$ cat config.mk
export PLATFORM = sky130hd
export DESIGN_NAME = ncs_top
export DESIGN_NICKNAME = d
export VERILOG_FILES = /design/src/hdl/ncs_pkg.sv /design/src/hdl/ncs_flasher.sv /design/src/hdl/ncs_switch_decode.sv /design/src/hdl/ncs_top.sv
export SDC_FILE = /design/constraint.sdc
export NUM_CORES = 1
export LEC_CHECK = 0
export BUFFER_PORTS_ARGS = -buffer_cell sky130_fd_sc_hd__buf_2
export CORE_MARGIN = 1.5
export CORE_UTILIZATION = 34
export DETAILED_ROUTE_END_ITERATION = 16
export SYNTH_ARGS = -nofsm -noshare
export SYNTH_HDL_FRONTEND = slang
export SYNTH_SLANG_ARGS = --single-unit
export TNS_END_PERCENT = 5
$ cat constraint.sdc
create_clock -name ref_clk -period 4.4 [get_ports ref_clk]
set_input_delay 0.44 -clock ref_clk [delete_from_list [all_inputs] [get_ports ref_clk]]
set_output_delay 0.44 -clock ref_clk [all_outputs]
set_load 0.05 [all_outputs]
$ cat src/hdl/ncs_pkg.sv
// Package of constants for node configuration and status indication
package ncs_pkg;

  // ---------------------------------------------------------------
  // Register offsets
  // ---------------------------------------------------------------
  localparam logic [7:0] ADDR_CTRL     = 8'h00;
  localparam logic [7:0] ADDR_SWITCH   = 8'h04;
  localparam logic [7:0] ADDR_DO       = 8'h08;
  localparam logic [7:0] ADDR_LEDSTAT  = 8'h0c;
  localparam logic [7:0] ADDR_IRQ_STAT = 8'h10;
  localparam logic [7:0] ADDR_IRQ_CLR  = 8'h14;
  localparam logic [7:0] ADDR_IRQ_EN   = 8'h18;

  // ---------------------------------------------------------------
  // Control register fields
  // ---------------------------------------------------------------
  localparam int CTRL_POWER_OK  = 0;
  localparam int CTRL_HEARTBEAT = 1;
  localparam int CTRL_ID_CONFL  = 2;
  localparam int CTRL_TX_FAIL   = 3;
  localparam int CTRL_BUS_OFF   = 4;
  localparam int CTRL_WIDTH     = 5;
  localparam logic [4:0] CTRL_RESET = 5'h00;

  // ---------------------------------------------------------------
  // Interrupt status fields
  // ---------------------------------------------------------------
  localparam int IRQ_ID_CONFL = 0;
  localparam int IRQ_TX_FAIL  = 1;
  localparam int IRQ_BUS_OFF  = 2;
  localparam int IRQ_HB_LOST  = 3;
  localparam int IRQ_WIDTH    = 4;
  localparam logic [3:0] IRQ_RESET = 4'h0;

  // ---------------------------------------------------------------
  // Switch decoding
  // ---------------------------------------------------------------
  localparam logic [6:0] NODE_ID_MAX    = 7'h63;
  localparam logic [6:0] NODE_ID_UPDATE = 7'h00;
  localparam int         PAIR_MODE_BIT  = 3;

  // ---------------------------------------------------------------
  // Flash timing
  // ---------------------------------------------------------------
  localparam int CLK_MHZ      = 250;
  localparam int FLASH_ON_MS  = 200;
  localparam int FLASH_OFF_MS = 200;
  localparam int PAUSE_MS     = 1000;
  localparam int FLASH_ON_CYC  = CLK_MHZ * 1000 * FLASH_ON_MS;
  localparam int FLASH_OFF_CYC = CLK_MHZ * 1000 * FLASH_OFF_MS;
  localparam int PAUSE_CYC     = CLK_MHZ * 1000 * PAUSE_MS;

  typedef enum logic [1:0] {
    NCS_LED_DARK   = 2'b00,
    NCS_LED_SINGLE = 2'b01,
    NCS_LED_DOUBLE = 2'b11,
    NCS_LED_STEADY = 2'b10
  } ncs_led_mode_t;

  typedef enum logic [2:0] {
    NCS_FL_ON1   = 3'b000,
    NCS_FL_OFF1  = 3'b001,
    NCS_FL_ON2   = 3'b011,
    NCS_FL_PAUSE = 3'b010
  } ncs_flash_state_t;

endpackage

$ cat src/hdl/ncs_flasher.sv
// Free-running single and double flash pattern generator
`timescale 1ns/100ps
module ncs_flasher #(
  parameter int ON_CYC    = ncs_pkg::FLASH_ON_CYC,
  parameter int OFF_CYC   = ncs_pkg::FLASH_OFF_CYC,
  parameter int PAUSE_CYC = ncs_pkg::PAUSE_CYC
) (
  input  wire logic ref_clk,
  input  wire logic rst,
  output logic      single_flash,
  output logic      double_flash
);

  ncs_pkg::ncs_flash_state_t state;
  ncs_pkg::ncs_flash_state_t next_state;
  logic [31:0]               count;
  logic [31:0]               limit;
  wire                       done = (count >= limit);

  always_comb
  begin
    next_state = state;
    limit      = 32'(ON_CYC - 1);
    unique case (state)
      ncs_pkg::NCS_FL_ON1:   next_state = ncs_pkg::NCS_FL_OFF1;
      ncs_pkg::NCS_FL_OFF1:
      begin
        limit      = 32'(OFF_CYC - 1);
        next_state = ncs_pkg::NCS_FL_ON2;
      end
      ncs_pkg::NCS_FL_ON2:   next_state = ncs_pkg::NCS_FL_PAUSE;
      ncs_pkg::NCS_FL_PAUSE:
      begin
        limit      = 32'(PAUSE_CYC - 1);
        next_state = ncs_pkg::NCS_FL_ON1;
      end
      default:
      begin
        limit      = 32'h0;
        next_state = ncs_pkg::NCS_FL_ON1;
      end
    endcase
  end

  always_ff @(posedge ref_clk or posedge rst)
  begin
    if (rst)
    begin
      state        <= ncs_pkg::NCS_FL_ON1;
      count        <= 32'h0;
      single_flash <= 1'b0;
      double_flash <= 1'b0;
    end
    else
    begin
      count        <= done ? 32'h0 : count + 32'h1;
      state        <= done ? next_state : state;
      single_flash <= (state == ncs_pkg::NCS_FL_ON1);
      double_flash <= (state == ncs_pkg::NCS_FL_ON1) || (state == ncs_pkg::NCS_FL_ON2);
    end
  end

endmodule

$ cat src/hdl/ncs_switch_decode.sv
// Rotary switch decoder: node identifier, bit rate and mode
`timescale 1ns/100ps
module ncs_switch_decode (
  input  wire logic       ref_clk,
  input  wire logic       rst,
  input  wire logic [3:0] sw_tens,
  input  wire logic [3:0] sw_units,
  input  wire logic [3:0] sw_rate,
  output logic      [6:0] node_id,
  output logic            id_valid,
  output logic            fw_update,
  output logic      [2:0] rate_sel,
  output logic            pair_mode
);

  wire [6:0] next_node_id = {3'h0, sw_tens} * 7'd10 + {3'h0, sw_units};
  wire       digits_ok    = (sw_tens <= 4'h9) && (sw_units <= 4'h9);

  always_ff @(posedge ref_clk or posedge rst)
  begin
    if (rst)
    begin
      node_id   <= 7'h00;
      id_valid  <= 1'b0;
      fw_update <= 1'b0;
      rate_sel  <= 3'h0;
      pair_mode <= 1'b0;
    end
    else
    begin
      node_id   <= next_node_id;
      id_valid  <= digits_ok && (next_node_id <= ncs_pkg::NODE_ID_MAX)
                   && (next_node_id != ncs_pkg::NODE_ID_UPDATE);
      fw_update <= digits_ok && (next_node_id == ncs_pkg::NODE_ID_UPDATE);
      rate_sel  <= sw_rate[2:0];
      pair_mode <= sw_rate[ncs_pkg::PAIR_MODE_BIT];
    end
  end

endmodule

$ cat src/hdl/ncs_top.sv
// Node configuration, status LEDs and output channel logic
`timescale 1ns/100ps
module ncs_top #(
  parameter int DO_WIDTH  = 8,
  parameter int ON_CYC    = ncs_pkg::FLASH_ON_CYC,
  parameter int OFF_CYC   = ncs_pkg::FLASH_OFF_CYC,
  parameter int PAUSE_CYC = ncs_pkg::PAUSE_CYC
) (
  input  wire logic                ref_clk,
  input  wire logic                rst,
  input  wire logic [3:0]          sw_tens,
  input  wire logic [3:0]          sw_units,
  input  wire logic [3:0]          sw_rate,
  input  wire logic [7:0]          reg_addr,
  input  wire logic [31:0]         reg_wdata,
  input  wire logic                reg_wr,
  input  wire logic                reg_rd,
  output logic      [31:0]         reg_rdata,
  output logic      [6:0]          node_id,
  output logic                     id_valid,
  output logic                     fw_update,
  output logic      [2:0]          rate_sel,
  output logic      [9:0]          rate_kbps,
  output logic                     pair_mode,
  output logic                     run_led,
  output logic                     err_led,
  output logic      [DO_WIDTH-1:0] do_pin,
  output logic      [DO_WIDTH-1:0] do_led,
  output logic                     irq
);

  // ---------------------------------------------------------------
  // Helpers
  // ---------------------------------------------------------------
  function automatic logic [9:0] ncs_rate_kbps(input logic [2:0] sel);
    logic [9:0] r;
    r = 10'd10;
    unique case (sel)
      3'h0: r = 10'd10;
      3'h1: r = 10'd20;
      3'h2: r = 10'd50;
      3'h3: r = 10'd125;
      3'h4: r = 10'd250;
      3'h5: r = 10'd500;
      3'h6: r = 10'd800;
      3'h7: r = 10'd1000;
    endcase
    return r;
  endfunction

  function automatic logic ncs_led(input ncs_pkg::ncs_led_mode_t m,
                                   input logic s, input logic d);
    logic v;
    v = 1'b0;
    unique case (m)
      ncs_pkg::NCS_LED_DARK:   v = 1'b0;
      ncs_pkg::NCS_LED_SINGLE: v = s;
      ncs_pkg::NCS_LED_DOUBLE: v = d;
      ncs_pkg::NCS_LED_STEADY: v = 1'b1;
    endcase
    return v;
  endfunction

  // ---------------------------------------------------------------
  // Submodules
  // ---------------------------------------------------------------
  logic single_flash;
  logic double_flash;
  logic [6:0] dec_node_id;
  logic       dec_id_valid;
  logic       dec_fw_update;
  logic [2:0] dec_rate_sel;
  logic       dec_pair_mode;

  ncs_switch_decode u_decode (
    .ref_clk   (ref_clk),
    .rst       (rst),
    .sw_tens   (sw_tens),
    .sw_units  (sw_units),
    .sw_rate   (sw_rate),
    .node_id   (dec_node_id),
    .id_valid  (dec_id_valid),
    .fw_update (dec_fw_update),
    .rate_sel  (dec_rate_sel),
    .pair_mode (dec_pair_mode)
  );

  ncs_flasher #(
    .ON_CYC    (ON_CYC),
    .OFF_CYC   (OFF_CYC),
    .PAUSE_CYC (PAUSE_CYC)
  ) u_flasher (
    .ref_clk      (ref_clk),
    .rst          (rst),
    .single_flash (single_flash),
    .double_flash (double_flash)
  );

  // ---------------------------------------------------------------
  // Registers
  // ---------------------------------------------------------------
  logic [ncs_pkg::CTRL_WIDTH-1:0] ctrl;
  logic [DO_WIDTH-1:0]            do_state;
  logic [ncs_pkg::IRQ_WIDTH-1:0]  irq_stat;
  logic [ncs_pkg::IRQ_WIDTH-1:0]  irq_en;
  logic [ncs_pkg::CTRL_WIDTH-1:0] ctrl_d;

  wire wr_ctrl = reg_wr && (reg_addr == ncs_pkg::ADDR_CTRL);
  wire wr_do   = reg_wr && (reg_addr == ncs_pkg::ADDR_DO);
  wire wr_clr  = reg_wr && (reg_addr == ncs_pkg::ADDR_IRQ_CLR);
  wire wr_en   = reg_wr && (reg_addr == ncs_pkg::ADDR_IRQ_EN);

  wire power_ok  = ctrl[ncs_pkg::CTRL_POWER_OK];
  wire heartbeat = ctrl[ncs_pkg::CTRL_HEARTBEAT];
  wire id_confl  = ctrl[ncs_pkg::CTRL_ID_CONFL];
  wire tx_fail   = ctrl[ncs_pkg::CTRL_TX_FAIL];
  wire bus_off   = ctrl[ncs_pkg::CTRL_BUS_OFF];

  // Rising edges of fault bits, and a heartbeat drop while powered, raise events
  wire [ncs_pkg::IRQ_WIDTH-1:0] irq_event = {
    ctrl_d[ncs_pkg::CTRL_HEARTBEAT] & ~heartbeat & power_ok,
    bus_off & ~ctrl_d[ncs_pkg::CTRL_BUS_OFF],
    tx_fail & ~ctrl_d[ncs_pkg::CTRL_TX_FAIL],
    id_confl & ~ctrl_d[ncs_pkg::CTRL_ID_CONFL]
  };
  wire [ncs_pkg::IRQ_WIDTH-1:0] clr_mask = wr_clr ? reg_wdata[ncs_pkg::IRQ_WIDTH-1:0]
                                                  : '0;
  // Set wins over a clear in the same cycle
  wire [ncs_pkg::IRQ_WIDTH-1:0] next_irq_stat = (irq_stat & ~clr_mask) | irq_event;

  // ---------------------------------------------------------------
  // LED mode selection
  // ---------------------------------------------------------------
  ncs_pkg::ncs_led_mode_t run_mode;
  ncs_pkg::ncs_led_mode_t err_mode;

  assign run_mode = !power_ok  ? ncs_pkg::NCS_LED_DARK :
                    !heartbeat ? ncs_pkg::NCS_LED_SINGLE :
                                 ncs_pkg::NCS_LED_STEADY;

  assign err_mode = bus_off  ? ncs_pkg::NCS_LED_STEADY :
                    tx_fail  ? ncs_pkg::NCS_LED_DOUBLE :
                    id_confl ? ncs_pkg::NCS_LED_SINGLE :
                               ncs_pkg::NCS_LED_DARK;

  wire next_run_led = ncs_led(run_mode, single_flash, double_flash);
  wire next_err_led = ncs_led(err_mode, single_flash, double_flash);

  // ---------------------------------------------------------------
  // Read mux
  // ---------------------------------------------------------------
  wire [31:0] led_word = {27'h0, err_mode == ncs_pkg::NCS_LED_STEADY, err_mode,
                          run_mode == ncs_pkg::NCS_LED_STEADY, 1'b0};
  wire [31:0] sw_word  = {16'h0, 1'(dec_fw_update), 1'(dec_id_valid), dec_pair_mode,
                          dec_rate_sel, 3'h0, dec_node_id};
  wire [31:0] next_rdata =
    (reg_addr == ncs_pkg::ADDR_CTRL)     ? 32'(ctrl) :
    (reg_addr == ncs_pkg::ADDR_SWITCH)   ? sw_word :
    (reg_addr == ncs_pkg::ADDR_DO)       ? 32'(do_state) :
    (reg_addr == ncs_pkg::ADDR_LEDSTAT)  ? led_word :
    (reg_addr == ncs_pkg::ADDR_IRQ_STAT) ? 32'(irq_stat) :
    (reg_addr == ncs_pkg::ADDR_IRQ_EN)   ? 32'(irq_en) : 32'h0;

  // Control word and a delayed copy for edge detection
  always_ff @(posedge ref_clk or posedge rst)
  begin
    if (rst)
    begin
      ctrl   <= ncs_pkg::CTRL_RESET;
      ctrl_d <= ncs_pkg::CTRL_RESET;
    end
    else
    begin
      if (wr_ctrl)
        ctrl <= reg_wdata[ncs_pkg::CTRL_WIDTH-1:0];
      ctrl_d <= ctrl;
    end
  end

  always_ff @(posedge ref_clk or posedge rst)
  begin
    if (rst)
      do_state <= '0;
    else if (wr_do)
      do_state <= reg_wdata[DO_WIDTH-1:0];
  end

  // Read data stands one cycle, then zero, so stale words never linger
  always_ff @(posedge ref_clk or posedge rst)
  begin
    if (rst)
      reg_rdata <= 32'h0;
    else
      reg_rdata <= reg_rd ? next_rdata : 32'h0;
  end

  // ---------------------------------------------------------------
  // Interrupt registers
  // ---------------------------------------------------------------

  always_ff @(posedge ref_clk or posedge rst)
  begin
    if (rst)
      irq_en <= ncs_pkg::IRQ_RESET;
    else if (wr_en)
      irq_en <= reg_wdata[ncs_pkg::IRQ_WIDTH-1:0];
  end

  always_ff @(posedge ref_clk or posedge rst)
  begin
    if (rst)
      irq_stat <= ncs_pkg::IRQ_RESET;
    else
      irq_stat <= next_irq_stat;
  end

  // Built from the next status, so the level rises with the sticky bit
  always_ff @(posedge ref_clk or posedge rst)
  begin
    if (rst)
      irq <= 1'b0;
    else
      irq <= |(next_irq_stat & irq_en);
  end

  // ---------------------------------------------------------------
  // Output flops
  // ---------------------------------------------------------------

  // Switch results get one more flop so each output leaves a register
  always_ff @(posedge ref_clk or posedge rst)
  begin
    if (rst)
    begin
      node_id   <= 7'h00;
      id_valid  <= 1'b0;
      fw_update <= 1'b0;
      rate_sel  <= 3'h0;
      rate_kbps <= 10'd10;
      pair_mode <= 1'b0;
    end
    else
    begin
      node_id   <= dec_node_id;
      id_valid  <= dec_id_valid;
      fw_update <= dec_fw_update;
      rate_sel  <= dec_rate_sel;
      rate_kbps <= ncs_rate_kbps(dec_rate_sel);
      pair_mode <= dec_pair_mode;
    end
  end

  always_ff @(posedge ref_clk or posedge rst)
  begin
    if (rst)
    begin
      run_led <= 1'b0;
      err_led <= 1'b0;
    end
    else
    begin
      run_led <= next_run_led;
      err_led <= next_err_led;
    end
  end

  always_ff @(posedge ref_clk or posedge rst)
  begin
    if (rst)
    begin
      do_pin <= '1;
      do_led <= '0;
    end
    else
    begin
      do_pin <= ~do_state;
      do_led <= do_state;
    end
  end

endmodule

==> flow_metrics.env <==
export IMPL_layout_commonest_cell="dfrtp_1"
export IMPL_clock_sinks=130
export IMPL_fillers=1557
export IMPL_ys_flop_type="dfrtp_1"
export IMPL_die_w_um=131.3
export IMPL_fin_nets=665
export IMPL_peakVddDrop_mv=0.2922
export IMPL_antenna_found_initial=0
export IMPL_rows=46
export IMPL_period_needed_ps=3174
export IMPL_rsz0062_at_grt="false"
export IMPL_post_cts_setup_buffers=0
export IMPL_worstReg2RegEnd="u_flasher.state[1]$_DFFE_PP0N_"
export IMPL_cts_resized=0
export IMPL_worstHoldPathType="in2async"
export IMPL_arrival_ps=3480
export IMPL_worst_r2r_cell_count=9
export IMPL_syn_to_final_growth_pct=22.48
export IMPL_h_tree_depth=4
export IMPL_diodes=0
export IMPL_grt_pass1_vias=3765
export IMPL_worst_path_max_fanout=31
export IMPL_gr_total_overflow=0
export IMPL_clock_latency_ps=410
export IMPL_clockBufferDepth=2
export IMPL_total_power_mw=3.262
export IMPL_critPathLaunchType="register"
export IMPL_post_place_ws_ps=1190
export IMPL_synthCells=481
export IMPL_rrSetupSlack_ps=1230
export IMPL_core_sq_mm=0.01600
export IMPL_setup_ws_ps=1226
export IMPL_worst_ep_required_time_ps=4710
export IMPL_wl_per_cell_um=13.92
export IMPL_dpl_cell_count=779
export IMPL_synth_top_area_share_pct=53.62
export IMPL_p_per_area_mw_per_mm2=475.5
export IMPL_synth_top_area_cell="dfrtp_1"
export IMPL_syn_cell_area_sq_mm=0.005600
export IMPL_cts_root_buf="clkbuf_16"
export IMPL_hold_viol=0
export IMPL_worst_slew_pin_slew_ps=1108
export IMPL_critical_path_class="reg2reg"
export IMPL_timing_rr_start="u_flasher.state[0]$_DFFE_PP0N_"
export IMPL_dpl_hpwl_mm=8.141
export IMPL_wl_mm=11.29
export IMPL_grtUsageMet3_pct=4.282
export IMPL_dr_pass1_iters=5
export IMPL_setup_tns_ps=0
export IMPL_path_clk_slew_ps=60
export IMPL_fmax_mhz=315.1
export IMPL_async_flop_share_pct=100.0
export IMPL_status="finished clean"
export IMPL_synth_edff_count=0
export IMPL_die_area_sq_mm=0.01725
export IMPL_p_leak_nw=3.263
export IMPL_synth_cell_types=55
export IMPL_maxSlewViolCount=0
export IMPL_grt_max_degree=49
export IMPL_ant_nets=0
export IMPL_busiest_layer="met2"
export IMPL_syn_avg_cell_area_sq_um=11.64
export IMPL_yosys_register_bits=130
export IMPL_maxCapViolCount=0
export IMPL_viasPerCell=4.572
export IMPL_skew_ps=7.537
export IMPL_hold_buffers=0
export IMPL_max_slew_margin_rel_pct=26.12
export IMPL_fin_hold_ws_ps=86.64
export IMPL_grt_first_pass_wirelength_mm=18.86
export IMPL_endpoint_kind="register"
export IMPL_period_share_pct=72.13
export IMPL_routabilityCongestion=0.8452
export IMPL_die_height_um=131.3
export IMPL_num_vias=3708
export IMPL_cts_tree="yes"
export IMPL_start_util_pct=35.00
export IMPL_met2_usage_pct=22.96
export IMPL_grt_use_met1_pct=16.93
export IMPL_instances_no_fill=811
export IMPL_grt_usage_pct=13.88
export IMPL_synthTopCellsByArea="dfrtp_1, ha_1, dfstp_2"
export IMPL_ioPinCount=130
export IMPL_drcViolationCount=0
export IMPL_drive_above_1_share_pct=25.38
export IMPL_finalSetupViolations=0
export IMPL_ys_seq_area_share_pct=58.31
export IMPL_cts_buffers=17
export IMPL_ys_warn_count=0
export IMPL_io_buffers=87
export IMPL_drt_initial_drc_count=192
export IMPL_final_cell_mix="dfrtp_1, buf_2, nor2_1"
through the flow:
stage          area [sq um]  utilization (%)
3_3_place_gp           6222            38.89
3_5_place_dp           6222            38.89
5_1_grt                6859            42.87
2_1_floorplan          5675                -
6_report               6859            42.87
4_1_cts                6859            42.87
where the power goes:
part / total (mW) / switching (mW) / internal [mW]
Sequential: 1.33 / 0.0445 / 1.28
Combinational: 0.439 / 0.322 / 0.117
Clock: 1.50 / 0.511 / 0.985
Total: 3.26 / 0.878 / 2.38
synth_stat cells (all sizes together), types with 3 or more instances:
cell type / count
a21oi: 15
a22oi: 3
and2: 5
and3: 6
and4: 3
buf: 20
clkbuf: 7
dfrtp: 120
dfstp: 10
ha: 25
inv: 26
mux2: 16
mux2i: 7
nand2: 26
nand2b: 4
nand3: 18
nand3b: 4
nand4: 7
nor2: 51
nor2b: 8
nor3: 12
nor4: 6
o21a: 3
o21ai: 14
o31ai: 3
or3: 4
xnor2: 20
xor2: 11
per-layer routing:
layer | part of all wire [%] | up-vias
met5 | 0 | -
met4 | 1.5 | 0
li1 | - | 1807
met3 | 4.5 | 13
met1 | 46 | 1791
met2 | 48 | 97
cell families (layout without fill, tap and decap cells):
kind of cell               Yosys count  count (layout)  synth area share (%)
and+or+nand+nor                    159             159                 14.28
DFF                                130             130                 58.31
AOI/OAI and AO/OA                   57              57                 6.636
buffers and inverters               53             147                 4.893
xor gates and xnor gates            31              31                 4.848
adders and majority gates           27              27                 6.300
muxes                               23              23                 4.669
other                                1              21               0.06696
state kept, by name, summed over array words and instances, names as in the netlist, 5 cells and up:
| register | flops |
|---|---|
| do_pin | 8 |
| do_state | 8 |
| do_led | 8 |
| u_flasher.count | 32 |
| u_decode.node_id | 7 |
| rate_kbps | 10 |
| node_id | 7 |
| reg_rdata | 14 |
| ctrl | 5 |
area by class of cell:
| type | count | area [sq um] | area share (%) |
|---|---|---|---|
| Timing Repair Buffer | 89 | 450.4 | 6.567 |
| Clock buffer | 21 | 460.4 | 6.713 |
| Tap cell | 216 | 270.3 | 3.940 |
| Inverter | 26 | 100.1 | 1.459 |
| Multi-Input combinational cell | 318 | 2136 | 31.14 |
| Sequential cell | 130 | 3266 | 47.61 |
| Clock inverter | 11 | 176.4 | 2.572 |
worst max-delay path, stage by stage, from the launching register on:
cell       delay [ps]
dfrtp_1           400
inv_1             130
ha_1              160
inv_1             100
ha_1              190
or4_1             550
a2111oi_0         410
o31ai_1           130
a41o_1            650
mux2i_1           340
worst max-delay path by stage:
stage,startpoint,end,slack [ps],cells past startpoint
3_5_place_dp,u_flasher.state[0]$_DFFE_PP0N_,u_flasher.state[1]$_DFFE_PP0N_,1190,9
4_1_cts,u_flasher.state[0]$_DFFE_PP0N_,u_flasher.state[1]$_DFFE_PP0N_,1170,9
3_3_place_gp,u_flasher.state[0]$_DFFE_PP0N_,u_flasher.state[1]$_DFFE_PP0N_,1300,9
2_1_floorplan,rst,ctrl[0]$_DFFE_PP0P_,510,1
6_report,u_flasher.state[0]$_DFFE_PP0N_,u_flasher.state[1]$_DFFE_PP0N_,1230,9
5_1_grt,u_flasher.state[0]$_DFFE_PP0N_,u_flasher.state[1]$_DFFE_PP0N_,890,9
(Power assumes the default switching activity.)
